[src/rtl/ebld_pkg.sv]
// Shared encodings, opcodes and timing figures of the 8-bit load decoder
package ebld_pkg;
	localparam logic [2:0] EBLD_R_B = 3'h0;
	localparam logic [2:0] EBLD_R_C = 3'h1;
	localparam logic [2:0] EBLD_R_D = 3'h2;
	localparam logic [2:0] EBLD_R_E = 3'h3;
	localparam logic [2:0] EBLD_R_H = 3'h4;
	localparam logic [2:0] EBLD_R_L = 3'h5;
	localparam logic [2:0] EBLD_R_MEM = 3'h6;
	localparam logic [2:0] EBLD_R_A = 3'h7;
	localparam logic [1:0] EBLD_P_BC = 2'h0;
	localparam logic [1:0] EBLD_P_DE = 2'h1;
	localparam logic [1:0] EBLD_P_HL = 2'h2;
	localparam logic [1:0] EBLD_P_SP = 2'h3;
	localparam logic [7:0] EBLD_OP_ED = 8'hed;
	localparam logic [7:0] EBLD_OP_DD = 8'hdd;
	localparam logic [7:0] EBLD_OP_FD = 8'hfd;
	localparam logic [7:0] EBLD_OP_ED_A_I = 8'h57;
	localparam logic [7:0] EBLD_OP_ED_I_A = 8'h47;
	localparam logic [7:0] EBLD_OP_ED_A_R = 8'h5f;
	localparam logic [7:0] EBLD_OP_ED_R_A = 8'h4f;
	localparam logic [7:0] EBLD_OP_ST_BC = 8'h02;
	localparam logic [7:0] EBLD_OP_ST_DE = 8'h12;
	localparam logic [7:0] EBLD_OP_LD_BC = 8'h0a;
	localparam logic [7:0] EBLD_OP_LD_DE = 8'h1a;
	localparam logic [7:0] EBLD_OP_LD_NN = 8'h3a;
	localparam logic [7:0] EBLD_OP_ST_N = 8'h36;
	localparam int EBLD_FS = 7;
	localparam int EBLD_FZ = 6;
	localparam int EBLD_FH = 4;
	localparam int EBLD_FPV = 2;
	localparam int EBLD_FN = 1;
	localparam int EBLD_FC = 0;
	localparam int EBLD_IXSEL = 5;
	localparam logic [5:0] EBLD_T_REG = 6'd4;
	localparam logic [5:0] EBLD_T_SPEC = 6'd9;
	localparam logic [5:0] EBLD_T_IMM = 6'd7;
	localparam logic [5:0] EBLD_T_IND = 6'd7;
	localparam logic [5:0] EBLD_T_STN = 6'd10;
	localparam logic [5:0] EBLD_T_IDX = 6'd19;
	localparam logic [5:0] EBLD_T_DIR = 6'd13;
	localparam logic [15:0] EBLD_RST_STEP = 16'h0008;
	localparam logic [7:0] EBLD_RESET_BYTE = 8'h00;
	localparam logic [15:0] EBLD_RESET_WORD = 16'h0000;
endpackage

[src/rtl/ebld_regfile.sv]
// General register file: B C D E H L A with two read ports
`timescale 1ns/1ps
module ebld_regfile
	import ebld_pkg::*;
(
	input wire logic clk,
	input wire logic rst_n,
	input wire logic [2:0] rd_a_sel,
	input wire logic [2:0] rd_b_sel,
	input wire logic wr_en,
	input wire logic [2:0] wr_sel,
	input wire logic [7:0] wr_data,
	output logic [7:0] rd_a,
	output logic [7:0] rd_b
);
	logic [7:0] mem [0:7];

	// Storage, code 110 is never written
	always_ff @(posedge clk) begin
		if (!rst_n) begin
			for (int i = 0; i < 8; i++) begin
				mem[i] <= EBLD_RESET_BYTE;
			end
		end else if (wr_en && wr_sel != EBLD_R_MEM) begin
			mem[wr_sel] <= wr_data;
		end
	end

	// Registered read ports
	always_ff @(posedge clk) begin
		if (!rst_n) begin
			rd_a <= EBLD_RESET_BYTE;
			rd_b <= EBLD_RESET_BYTE;
		end else begin
			rd_a <= mem[rd_a_sel];
			rd_b <= mem[rd_b_sel];
		end
	end
endmodule

[src/rtl/ebld_fields.sv]
// Shared operand field decoding: conditions, restart, displacement
`timescale 1ns/1ps
module ebld_fields
	import ebld_pkg::*;
(
	input wire logic clk,
	input wire logic rst_n,
	input wire logic [7:0] flags,
	input wire logic [2:0] condition_field,
	input wire logic [1:0] relative_condition_field,
	input wire logic [2:0] restart_field,
	input wire logic [15:0] base,
	input wire logic [7:0] disp,
	output logic cond_true,
	output logic rel_true,
	output logic [15:0] restart_addr,
	output logic [15:0] disp_addr
);
	// Condition test shared by both fields
	function automatic logic ebld_cond(input logic [2:0] c,
		input logic [7:0] f);
		logic bitv;
		bitv = 1'b0;
		case (c[2:1])
			2'h0: bitv = f[EBLD_FZ];
			2'h1: bitv = f[EBLD_FC];
			2'h2: bitv = f[EBLD_FPV];
			default: bitv = f[EBLD_FS];
		endcase
		return bitv == c[0];
	endfunction

	// Registered field results
	always_ff @(posedge clk) begin
		if (!rst_n) begin
			cond_true <= 1'b0;
			rel_true <= 1'b0;
			restart_addr <= EBLD_RESET_WORD;
			disp_addr <= EBLD_RESET_WORD;
		end else begin
			cond_true <= ebld_cond(condition_field, flags);
			rel_true <= ebld_cond({1'b0, relative_condition_field},
				flags);
			restart_addr <= 16'(restart_field) * EBLD_RST_STEP;
			disp_addr <= base + {{8{disp[7]}}, disp};
		end
	end
endmodule

[src/rtl/ebld_core.sv]
// Eight-bit load decoder and executor
//
// Decided for this implementation: the strobed register port and the register addresses.
`timescale 1ns/1ps
module ebld_core
	import ebld_pkg::*;
(
	input wire logic clk,
	input wire logic rst_n,
	input wire logic [7:0] mem_rdata,
	input wire logic interrupt_enable_copy,
	input wire logic int_pending,
	input wire logic [1:0] pair_field,
	input wire logic [1:0] stack_pair_field,
	input wire logic [2:0] condition_field,
	input wire logic [1:0] relative_condition_field,
	input wire logic [2:0] restart_field,
	output logic [15:0] mem_addr,
	output logic mem_rd,
	output logic mem_wr,
	output logic [7:0] mem_wdata,
	output logic [7:0] flags,
	output logic [7:0] vector_reg,
	output logic [7:0] refresh_reg,
	output logic [15:0] ix,
	output logic [15:0] iy,
	output logic [15:0] pc,
	output logic [3:0] pair_sel,
	output logic [3:0] stack_pair_sel,
	output logic cond_true,
	output logic rel_true,
	output logic [15:0] restart_addr,
	output logic busy,
	output logic done,
	output logic [5:0] last_tstates
);
	typedef enum {ST_FETCH, ST_ED, ST_IDX, ST_DISP, ST_ADDR, ST_ARG1,
		ST_ARG2, ST_WAITRD, ST_EXEC, ST_PAD} ebld_state_t;

	ebld_state_t state;
	logic [7:0] opcode;
	logic is_index;
	logic iy_sel;
	logic [7:0] arg1;
	logic [7:0] arg2;
	logic [5:0] tcount;
	logic [5:0] tlimit;
	logic [7:0] acc;
	logic [7:0] rdata_a;
	logic [7:0] rdata_b;
	logic rf_wr;
	logic [2:0] rf_sel;
	logic [7:0] rf_data;
	logic [15:0] disp_addr;
	logic [15:0] hl;
	logic [15:0] bc;
	logic [15:0] de;
	logic int_seen;
	logic take_byte;

	// States that consume one instruction byte at the program counter
	assign take_byte = state == ST_FETCH || state == ST_ED ||
		state == ST_IDX || state == ST_DISP || state == ST_ARG1 ||
		state == ST_ARG2;

	// Register file reads feed the executing step
	ebld_regfile u_rf (
		.clk(clk),
		.rst_n(rst_n),
		.rd_a_sel(opcode[2:0]),
		.rd_b_sel(opcode[5:3]),
		.wr_en(rf_wr),
		.wr_sel(rf_sel),
		.wr_data(rf_data),
		.rd_a(rdata_a),
		.rd_b(rdata_b)
	);

	ebld_fields u_fd (
		.clk(clk),
		.rst_n(rst_n),
		.flags(flags),
		.condition_field(condition_field),
		.relative_condition_field(relative_condition_field),
		.restart_field(restart_field),
		.base(iy_sel ? iy : ix),
		.disp(arg1),
		.cond_true(cond_true),
		.rel_true(rel_true),
		.restart_addr(restart_addr),
		.disp_addr(disp_addr)
	);

	// Pair field decode, one-hot BC DE HL SP / AF
	function automatic logic [3:0] ebld_pair(input logic [1:0] p);
		return 4'h1 << p;
	endfunction

	// Pair selectors
	always_ff @(posedge clk) begin
		if (!rst_n) begin
			pair_sel <= 4'h0;
			stack_pair_sel <= 4'h0;
		end else begin
			pair_sel <= ebld_pair(pair_field);
			stack_pair_sel <= ebld_pair(stack_pair_field);
		end
	end

	// Shadow copies of pair contents for addressing, and of A
	always_ff @(posedge clk) begin
		if (!rst_n) begin
			hl <= EBLD_RESET_WORD;
			bc <= EBLD_RESET_WORD;
			de <= EBLD_RESET_WORD;
			acc <= EBLD_RESET_BYTE;
		end else if (rf_wr) begin
			case (rf_sel)
				EBLD_R_B: bc[15:8] <= rf_data;
				EBLD_R_C: bc[7:0] <= rf_data;
				EBLD_R_D: de[15:8] <= rf_data;
				EBLD_R_E: de[7:0] <= rf_data;
				EBLD_R_H: hl[15:8] <= rf_data;
				EBLD_R_L: hl[7:0] <= rf_data;
				EBLD_R_A: acc <= rf_data;
				default: ;
			endcase
		end
	end

	// Interrupt arrival while an instruction is in flight
	always_ff @(posedge clk) begin
		if (!rst_n) begin
			int_seen <= 1'b0;
		end else if (state == ST_FETCH) begin
			int_seen <= 1'b0;
		end else if (int_pending) begin
			int_seen <= 1'b1;
		end
	end

	// T-state counter, one per clock
	always_ff @(posedge clk) begin
		if (!rst_n) begin
			tcount <= 6'd0;
		end else if (state == ST_FETCH && !busy) begin
			tcount <= 6'd1;
		end else begin
			tcount <= tcount + 6'd1;
		end
	end

	// Fixed registers: index pointers and program counter
	always_ff @(posedge clk) begin
		if (!rst_n) begin
			ix <= EBLD_RESET_WORD;
			iy <= EBLD_RESET_WORD;
			pc <= EBLD_RESET_WORD;
		end else if (take_byte) begin
			pc <= pc + 16'h0001;
		end
	end

	// Sequencer and execution
	always_ff @(posedge clk) begin
		if (!rst_n) begin
			state <= ST_FETCH;
			opcode <= EBLD_RESET_BYTE;
			is_index <= 1'b0;
			iy_sel <= 1'b0;
			arg1 <= EBLD_RESET_BYTE;
			arg2 <= EBLD_RESET_BYTE;
			tlimit <= EBLD_T_REG;
			flags <= EBLD_RESET_BYTE;
			vector_reg <= EBLD_RESET_BYTE;
			refresh_reg <= EBLD_RESET_BYTE;
			mem_addr <= EBLD_RESET_WORD;
			mem_rd <= 1'b0;
			mem_wr <= 1'b0;
			mem_wdata <= EBLD_RESET_BYTE;
			rf_wr <= 1'b0;
			rf_sel <= EBLD_R_A;
			rf_data <= EBLD_RESET_BYTE;
			busy <= 1'b0;
			done <= 1'b0;
			last_tstates <= 6'd0;
		end else begin
			rf_wr <= 1'b0;
			mem_wr <= 1'b0;
			done <= 1'b0;
			mem_rd <= 1'b0;
			if (take_byte) begin
				mem_addr <= pc + 16'h0001; // Next instruction byte
			end
			case (state)
				ST_FETCH: begin
					// Opcode byte on mem_rdata
					busy <= 1'b1;
					opcode <= mem_rdata;
					is_index <= 1'b0;
					if (mem_rdata == EBLD_OP_DD || mem_rdata == EBLD_OP_FD) begin
						is_index <= 1'b1;
						iy_sel <= mem_rdata[EBLD_IXSEL];
						state <= ST_IDX;
					end else if (mem_rdata == EBLD_OP_ED) begin
						state <= ST_ED;
					end else if (mem_rdata[7:6] == 2'h1) begin
						tlimit <= (mem_rdata[2:0] == EBLD_R_MEM ||
							mem_rdata[5:3] == EBLD_R_MEM) ? EBLD_T_IND
							: EBLD_T_REG;
						state <= ST_WAITRD;
					end else if (mem_rdata[7:6] == 2'h0 &&
						mem_rdata[2:0] == EBLD_R_MEM) begin
						tlimit <= mem_rdata == EBLD_OP_ST_N ? EBLD_T_STN
							: EBLD_T_IMM;
						state <= ST_ARG1;
					end else if (mem_rdata == EBLD_OP_LD_NN) begin
						tlimit <= EBLD_T_DIR;
						state <= ST_ARG1;
					end else begin
						tlimit <= EBLD_T_IND;
						state <= ST_WAITRD;
					end
					mem_rd <= 1'b1;
				end
				ST_ED: begin
					opcode <= mem_rdata;
					tlimit <= EBLD_T_SPEC;
					state <= ST_EXEC;
				end
				ST_IDX: begin
					opcode <= mem_rdata;
					tlimit <= EBLD_T_IDX;
					mem_rd <= 1'b1;
					state <= ST_DISP;
				end
				ST_DISP: begin
					arg1 <= mem_rdata;
					mem_rd <= 1'b1;
					state <= opcode == EBLD_OP_ST_N ? ST_ARG2 : ST_ADDR;
				end
				ST_ADDR: begin
					// Let the indexed sum settle
					state <= ST_WAITRD;
				end
				ST_ARG1: begin
					arg1 <= mem_rdata;
					mem_rd <= 1'b1;
					state <= opcode == EBLD_OP_LD_NN ? ST_ARG2 : ST_WAITRD;
				end
				ST_ARG2: begin
					arg2 <= mem_rdata;
					state <= ST_WAITRD;
				end
				ST_WAITRD: begin
					// Drive operand address
					if (is_index) begin
						mem_addr <= disp_addr;
					end else if (opcode == EBLD_OP_LD_NN) begin
						mem_addr <= {arg2, arg1};
					end else if (opcode == EBLD_OP_ST_BC ||
						opcode == EBLD_OP_LD_BC) begin
						mem_addr <= bc;
					end else if (opcode == EBLD_OP_ST_DE ||
						opcode == EBLD_OP_LD_DE) begin
						mem_addr <= de;
					end else begin
						mem_addr <= hl;
					end
					state <= ST_EXEC;
				end
				ST_EXEC: begin
					rf_sel <= opcode[5:3];
					if (opcode == EBLD_OP_ED_I_A && tlimit == EBLD_T_SPEC) begin
						vector_reg <= acc;
					end else if (opcode == EBLD_OP_ED_R_A &&
						tlimit == EBLD_T_SPEC) begin
						refresh_reg <= acc;
					end else if ((opcode == EBLD_OP_ED_A_I ||
						opcode == EBLD_OP_ED_A_R) && tlimit == EBLD_T_SPEC) begin
						rf_wr <= 1'b1;
						rf_sel <= EBLD_R_A;
						rf_data <= opcode == EBLD_OP_ED_A_I ? vector_reg
							: refresh_reg;
						flags[EBLD_FS] <= opcode == EBLD_OP_ED_A_I ?
							vector_reg[7] : refresh_reg[7];
						flags[EBLD_FZ] <= (opcode == EBLD_OP_ED_A_I ?
							vector_reg : refresh_reg) == 8'h00;
						flags[EBLD_FH] <= 1'b0;
						flags[EBLD_FN] <= 1'b0;
						flags[EBLD_FPV] <= interrupt_enable_copy &&
							!int_seen && !int_pending;
					end else if (opcode[7:6] == 2'h1 &&
						opcode[5:3] == EBLD_R_MEM) begin
						mem_wr <= 1'b1;
						mem_wdata <= rdata_a;
					end else if (opcode[7:6] == 2'h1 &&
						opcode[2:0] == EBLD_R_MEM) begin
						rf_wr <= 1'b1;
						rf_data <= mem_rdata;
					end else if (opcode[7:6] == 2'h1) begin
						rf_wr <= 1'b1;
						rf_data <= rdata_a;
					end else if (opcode == EBLD_OP_ST_N) begin
						mem_wr <= 1'b1;
						mem_wdata <= is_index ? arg2 : arg1;
					end else if (opcode == EBLD_OP_ST_BC ||
						opcode == EBLD_OP_ST_DE) begin
						mem_wr <= 1'b1;
						mem_wdata <= acc;
					end else if (opcode[7:6] == 2'h0 &&
						opcode[2:0] == EBLD_R_MEM &&
						opcode != EBLD_OP_LD_NN) begin
						rf_wr <= 1'b1;
						rf_data <= arg1;
					end else begin
						rf_wr <= 1'b1;
						rf_sel <= EBLD_R_A;
						rf_data <= mem_rdata;
					end
					state <= ST_PAD;
				end
				ST_PAD: begin
					// Hold until the documented T-state count
					mem_addr <= pc;
					if (tcount >= tlimit - 6'd1) begin
						busy <= 1'b0;
						done <= 1'b1;
						last_tstates <= tcount + 6'd1;
						state <= ST_FETCH;
					end
				end
				default: state <= ST_FETCH;
			endcase
		end
	end

	// Completion tied to documented counts
	AST_LOAD_TIME: assert property (@(posedge clk) disable iff (!rst_n)
		done |-> last_tstates == tlimit)
		else $error("instruction length wrong");
	AST_FLAGS_KEPT: assert property (@(posedge clk) disable iff (!rst_n)
		(state == ST_EXEC && opcode[7:6] == 2'h1 && tlimit != EBLD_T_SPEC)
		|=> $stable(flags))
		else $error("flags changed by plain load");
	AST_VEC_HN: assert property (@(posedge clk) disable iff (!rst_n)
		(state == ST_EXEC && tlimit == EBLD_T_SPEC &&
		opcode == EBLD_OP_ED_A_I) |=> !flags[EBLD_FH] && !flags[EBLD_FN])
		else $error("H or N not cleared");
	AST_VEC_STORE: assert property (@(posedge clk) disable iff (!rst_n)
		(state == ST_EXEC && tlimit == EBLD_T_SPEC &&
		opcode == EBLD_OP_ED_I_A) |=> vector_reg == $past(acc))
		else $error("vector register not loaded");
	AST_REF_STORE: assert property (@(posedge clk) disable iff (!rst_n)
		(state == ST_EXEC && tlimit == EBLD_T_SPEC &&
		opcode == EBLD_OP_ED_R_A) |=> refresh_reg == $past(acc))
		else $error("refresh register not loaded");
	AST_IDX_TIME: assert property (@(posedge clk) disable iff (!rst_n)
		(done && is_index) |-> last_tstates == EBLD_T_IDX)
		else $error("indexed load length wrong");
	AST_DIR_TIME: assert property (@(posedge clk) disable iff (!rst_n)
		(done && opcode == EBLD_OP_LD_NN) |-> last_tstates == EBLD_T_DIR)
		else $error("direct load length wrong");
	AST_NO_MEMREG: assert property (@(posedge clk) disable iff (!rst_n)
		rf_wr |-> rf_sel != EBLD_R_MEM)
		else $error("code 110 written as register");
endmodule

[config.mk]
export PLATFORM = sky130hd
export DESIGN_NAME = ebld_core
export DESIGN_NICKNAME = d
export VERILOG_FILES = /design/src/rtl/ebld_pkg.sv /design/src/rtl/ebld_regfile.sv /design/src/rtl/ebld_fields.sv /design/src/rtl/ebld_core.sv
export SDC_FILE = /design/constraint.sdc
export NUM_CORES = 1
export LEC_CHECK = 0
export BUFFER_PORTS_ARGS = -buffer_cell sky130_fd_sc_hd__buf_4
export CAP_MARGIN = 20
export CORE_MARGIN = 2
export CORE_UTILIZATION = 49
export DETAILED_ROUTE_END_ITERATION = 7
export PLACE_DENSITY = 0.72
export SLEW_MARGIN = 30
export SYNTH_ARGS = -nofsm -noshare
export SYNTH_HDL_FRONTEND = slang
export SYNTH_SLANG_ARGS = --single-unit
[constraint.sdc]
create_clock -name clk -period 2.24 [get_ports clk]
set_clock_uncertainty 0.2 [all_clocks]
set_input_delay 0.336 -clock clk [delete_from_list [all_inputs] [get_ports clk]]
set_output_delay 0.336 -clock clk [all_outputs]
set_load 0.05 [all_outputs]
Word-level counts from Yosys, hierarchy flattened:

Memories as Yosys holds them, arrays and structs flattened. A register that Yosys moved wholly into a read port is not among the register bits.
Cells that the tools add are included.

* register bits after elaboration: 241
* memories: 1
* memory bits (writable): 64
* logic and storage cells: 245
* input port bits: 24
* output and inout port bits: 132

* order comparisons: 1
* reductions and logical operators: 64
* equal/unequal tests: 56
* shift operators: 2
* mux-type cells: 75
* bitwise logic cells: 6
* add/subtract/negate cells: 3

Memories
* u_rf.mem: words 8, bits a word 8, rd ports 1, clocked after memory_dff 1, wr ports 8, RTL line ebld_regfile.sv:16 `logic [7:0] mem [0:7];`

Operator list (number)
* case mux 32 bit (8 select lines): 1
* equality test 32 x 3 -> 1 bit (second input constant): 6
* equality test 32 x 4 -> 1 bit (second input constant): 4
* 2-to-1 mux 8 bit: 15
* equality test 32 x 2 -> 1 bit (second input constant): 3
* 2-to-1 mux 16 bit: 5
* zero test 32 bit: 2
* 2-to-1 mux 3 bit: 12
* equality test 32 x 1 -> 1 bit (second input constant): 1
* equality test 8 x 6 -> 1 bit (second input constant): 4
* equality test 8 x 7 -> 1 bit (second input constant): 4
* 2-to-1 mux 32 bit: 1
* case mux 16 bit (2 select lines): 1
* 2-to-1 mux 1 bit: 25
* equality test 8 bit (second input constant): 3
* AND reduction 2 bit: 11
* equality test 3 bit (second input constant): 7
* case mux 6 bit (3 select lines): 1
* adder 16 x 1 -> 16 bit (second input constant): 1
* equality test 8 x 5 -> 1 bit (second input constant): 2
* 2-to-1 mux 4 bit: 4
* logical AND 1 bit: 12
* 2-to-1 mux 6 bit: 2
* logical OR 1 bit: 11
* 36 further kinds: 69

Logic depth before layout (Yosys ltp):

* depth in word-level cells: 12
* gate-level depth with buffers: 9
* mapped depth without buffers: 9

Cells and area by module:

From an unflattened synthesis, not the netlist that was laid out.

* cells, all modules: 1592
* area total of the unflattened synthesis: 14834.2 µm²

By module, submodules not included
* ebld_core: seq. area each 3723.6 µm², times used 1, area each 9567.9 µm², cells each 1197
* ebld_regfile: seq. area each 2242.2 µm², times used 1, area each 3797.4 µm², cells each 232
* ebld_fields: seq. area each 420.4 µm², times used 1, area each 1468.9 µm², cells each 163

Worst setup path after synthesis:

Ideal clock, no wire load.

* path kind: reg2reg
* from: register tlimit[0]
* to: register last_tstates[0]
* required time: 1954 ps
* library setup time: 86 ps
* clock period less this slack: 2425 ps
* arrival time: 2139 ps
* path buffers: 0
* setup slack: -185 ps
* cell stages (with the launch flop): 8
* cell sequence: dfxtp_1 -> or3_1 -> xor2_1 -> ha_1 -> a2111o_1 -> a311oi_2 -> nor2_1 -> a211oi_1

* cells in the longest elaborated chain, start to end: 3

RTL lines
* start: declaration: RTL line ebld_core.sv:47 `logic [5:0] tlimit;`
* start signal: assignment: RTL line ebld_core.sv:208 `tlimit <= (mem_rdata[2:0] == EBLD_R_MEM ||`
* start signal: assignment: RTL line ebld_core.sv:214 `tlimit <= mem_rdata == EBLD_OP_ST_N ? EBLD_T_STN`
* subtractor 6 x 1 -> 6 bit: RTL line ebld_core.sv:326 `if (tcount >= tlimit - 6'd1) begin`
* >= comparator 6 bit: RTL line ebld_core.sv:326
* AND reduction 2 bit (no source line)
* end signal: assignment: RTL line ebld_core.sv:329 `last_tstates <= tcount + 6'd1;`
* end: declaration: RTL line ebld_core.sv:35 `output logic [5:0] last_tstates`

Every way passes these cells.
A chain may end at the register's enable or synchronous reset.

Final worst setup path:

* from: register tlimit[0]
* to: register last_tstates[5]

Same word-level chain as after synthesis.

==> out/results.ini <==
[setup_path]
crit_chain=or3_4, xor2_1, ha_2, a2111o_1, a311o_2, a21oi_1, a211oi_2
path_buf_inv=0
critPathArrivalTime_ns=2.62
endpoint_kind=register
crit_required_ns=2.45
cp_slowest_stage_delay_ns=0.41
crit_family=compound AO/OA/AOI/OAI gates
start_kind=register
cp_slowest_cell=a311o_2
crit_fanout=6
crit_type=register to register

[routing]
via_per_inst=5.82
dr.pass1.iters=6
post-route-drc-count=0
ant_nets=0
wl_per_cell_um=20.1
drt_wl_total_um=35900
vias=10400
dr.first_iter.drc_count=1104

[global_route]
grt_pass1_vias=9868
antenna_found_initial=2
grt_max_degree=58
track_usage=0.262
overflow=0
grt_first_pass_wirelength_um=54300

[cells_and_area]
top_register=u_rf.mem
fin_nets=1465
largest_reg_flops=64
final_core_util=0.614
final_cells=1785
area_growth_pct=23.6
drive_gt1_frac=0.228

[die]
row_count=58
start_util=0.497
die_h_um=164
pin_count=156
die_area_um2=26800
die-width_um=164
coreArea_um2=25100

[placement]
place.gp.congestion=0.940
placed_cells_incl_taps=1707
port_buffers=105
dpl.hpwl_um=26100

[outcome]
outcome=finished, violations left
violations=negative setup slack

[power]
leakagePower_nw=6.60
p_comb_frac=0.343
switchingPower_mw=6.09
peakVddDrop_mv=0.761
clockPowerShare=0.299
seqPwrFrac=0.358
powerDensity_nw_per_um2=1100
internal_power_mw=10.9
switching_share=0.358

[clock_tree]
tritoncts=built
cts-buffers-inserted=29
cts.sinks=271
cts.path.max_buffers=3
htreeDepth=1
cts_root_buf=clkbuf_16
clk_pin_slew_ns=0.06
clk_latency_ns=0.56

[sta]
fin_crit_sh=1.08
setup_violations=10
slew_viol_final=0
slew_headroom=0.528
fmax_mhz=413
worst_pin_slew_ns=0.703
timing.final.ws_setup_ns=-0.179
fin_crit_ns=2.42
hold_viol_final=0
holdWs_ns=0.0188
rsz0062_at_grt=true

[yosys]
synthCells=1249
ys_ff_latch=271
synth_top_family_by_area=simple AND/OR/NAND/NOR gates
yosys.area_share.xor_xnor=0.0189
syn-cell-area_um2=12500
seq_area_frac_synth=0.486
ys.flop_type=dfxtp_1
synth_mux_area_frac=0.0843
synthSimpleGateAreaFrac=0.182
synthAdderAreaFrac=0.0100
synth_edf_count=64
synth_cell_types=83
synth-compound-area-share=0.156
yosys_warnings=0
syn_avg_cell_area_um2=9.99
synth_async_sr_flop_share=0

[flow_run]
maxCapViolCount=0

[worst_hold_path]
hold_class=primary input to register

area by class of cell:
cell class                 instances  area, um^2
clock inverter                    11         144
clock buffer                      43         891
fill                            2049        9690
timing repair buffer             216        1760
tap                              330         413
antenna                            1        2.50
inverter                          20        76.3
sequential                       271        6080
multi-input combinational        893        6060
synthesized netlist by cell type, types with 4 or more instances:
| cell type | instances | area, um^2 |
|---|---|---|
| a211oi_1 | 12 | 90.1 |
| a21o_1 | 59 | 443 |
| a21oi_1 | 58 | 290 |
| a31oi_1 | 28 | 175 |
| a32o_1 | 8 | 80.1 |
| and2_1 | 75 | 469 |
| and3_1 | 12 | 75.1 |
| buf_1 | 7 | 26.3 |
| buf_2 | 26 | 130 |
| buf_4 | 53 | 398 |
| clkbuf_1 | 34 | 128 |
| dfxtp_1 | 207 | 4140 |
| edfxtp_1 | 64 | 1920 |
| ha_1 | 10 | 125 |
| inv_1 | 20 | 75.1 |
| mux2i_1 | 68 | 681 |
| mux4_2 | 16 | 360 |
| nand2_1 | 91 | 342 |
| nand2b_1 | 20 | 125 |
| nand3_1 | 22 | 110 |
| nand3b_1 | 12 | 90.1 |
| nand4_1 | 5 | 31.3 |
| nor2_1 | 114 | 428 |
| nor2b_1 | 6 | 37.5 |
| nor3_1 | 26 | 130 |
| nor4_1 | 6 | 37.5 |
| nor4b_1 | 7 | 61.3 |
| o211ai_1 | 16 | 120 |
| o21a_1 | 7 | 52.6 |
| o21ai_0 | 37 | 185 |
| o221ai_1 | 14 | 123 |
| o22ai_1 | 4 | 25.0 |
| o31ai_1 | 4 | 30.0 |
| or3_1 | 4 | 25.0 |
| xnor2_1 | 11 | 96.3 |
| xor2_1 | 16 | 140 |
tightest hold or removal path: stages:
cell and delay (ns):
buf_4 0.13, buf_4 0.16, nand2_1 0.06, a21oi_1 0.05
final timing paths:
| kind | start | to | slack, ns | depth (start not counted) |
|---|---|---|---|---|
| min reg2reg | bc[2] | bc[2] | 0.25 | 1 |
| max reg2reg | tlimit[0] | last_tstates[5] | -0.18 | 7 |
| max | tlimit[0] | last_tstates[5] | -0.18 | 7 |
| min | mem_rdata[7] | opcode[7] | 0.02 | 4 |
per-stage QoR:
step | power, mW | area, um^2 | worst slack (ns) | setup TNS [ns]
after floorplan | 9.81 | 12700 | -0.0137 | -0.0137
after global placement | 11.6 | 13900 | -0.0824 | -0.369
after detailed placement | 11.6 | 13900 | -0.151 | -0.785
after CTS | 16.8 | 15200 | -0.124 | -0.784
after global routing | 17.7 | 15400 | -0.223 | -1.75
final | 17.0 | 15400 | -0.179 | -1.17
power by group through the flow:
stage                     Clock [mW]  Sequential [mW]  Combinational [mW]
after floorplan                    0             6.54                3.27
after global placement             0             6.14                5.43
after detailed placement           0             6.15                5.50
after CTS                       5.15             6.05                5.61
after global routing            5.34             6.15                6.23
final                           5.09             6.09                5.84
routing by layer:
layer,share of wire,global-route usage,vias to the layer above
li1,-,-,4791
met1,0.41,0.342,5001
met2,0.46,0.430,499
met3,0.085,0.0437,87
met4,0.039,0.112,2
met5,0.00033,0,-
cells by family (layout without fill, tap and decap cells):
family,after synthesis,count (layout)
buffers and inverters,142,290
other,1,59
multiplexers,85,85
adder cells (fa/ha/maj),10,10
flip-flops,271,271
XOR/XNOR,27,27
AND/OR/NAND/NOR,429,429
AO/OA/AOI/OAI,284,284
placed cells by master, fill, tap and decap left out, types with 9 or more instances in the layout:
cell type	netlist	final
a211oi_1	12	9
a21o_1	59	59
a21oi_1	58	57
a31oi_1	28	26
and2_1	75	74
and3_1	12	11
buf_4	53	184
clkbuf_16	0	31
conb_1	1	58
dfxtp_1	207	197
dfxtp_2	0	10
dlygate4sd3_1	0	19
edfxtp_1	64	64
inv_1	20	17
mux2i_1	68	67
mux4_2	16	16
nand2_1	91	91
nand2b_1	20	20
nand3_1	22	20
nand3b_1	12	12
nor2_1	114	112
nor3_1	26	24
o211ai_1	16	16
o21ai_0	37	28
o221ai_1	14	14
xnor2_1	11	11
xor2_1	16	16
repair_timing:
action | CTS | global route
gates resized for setup | 12 | 56
setup buffers | 0 | 2
hold buffers | 19 | 0
pin swaps | 1 | 13
endpoints found under the setup margin | 9 | 51
endpoints found under the hold margin | 28 | 0
cloned | 0 | 2
Power figures use the tool's default switching activity.
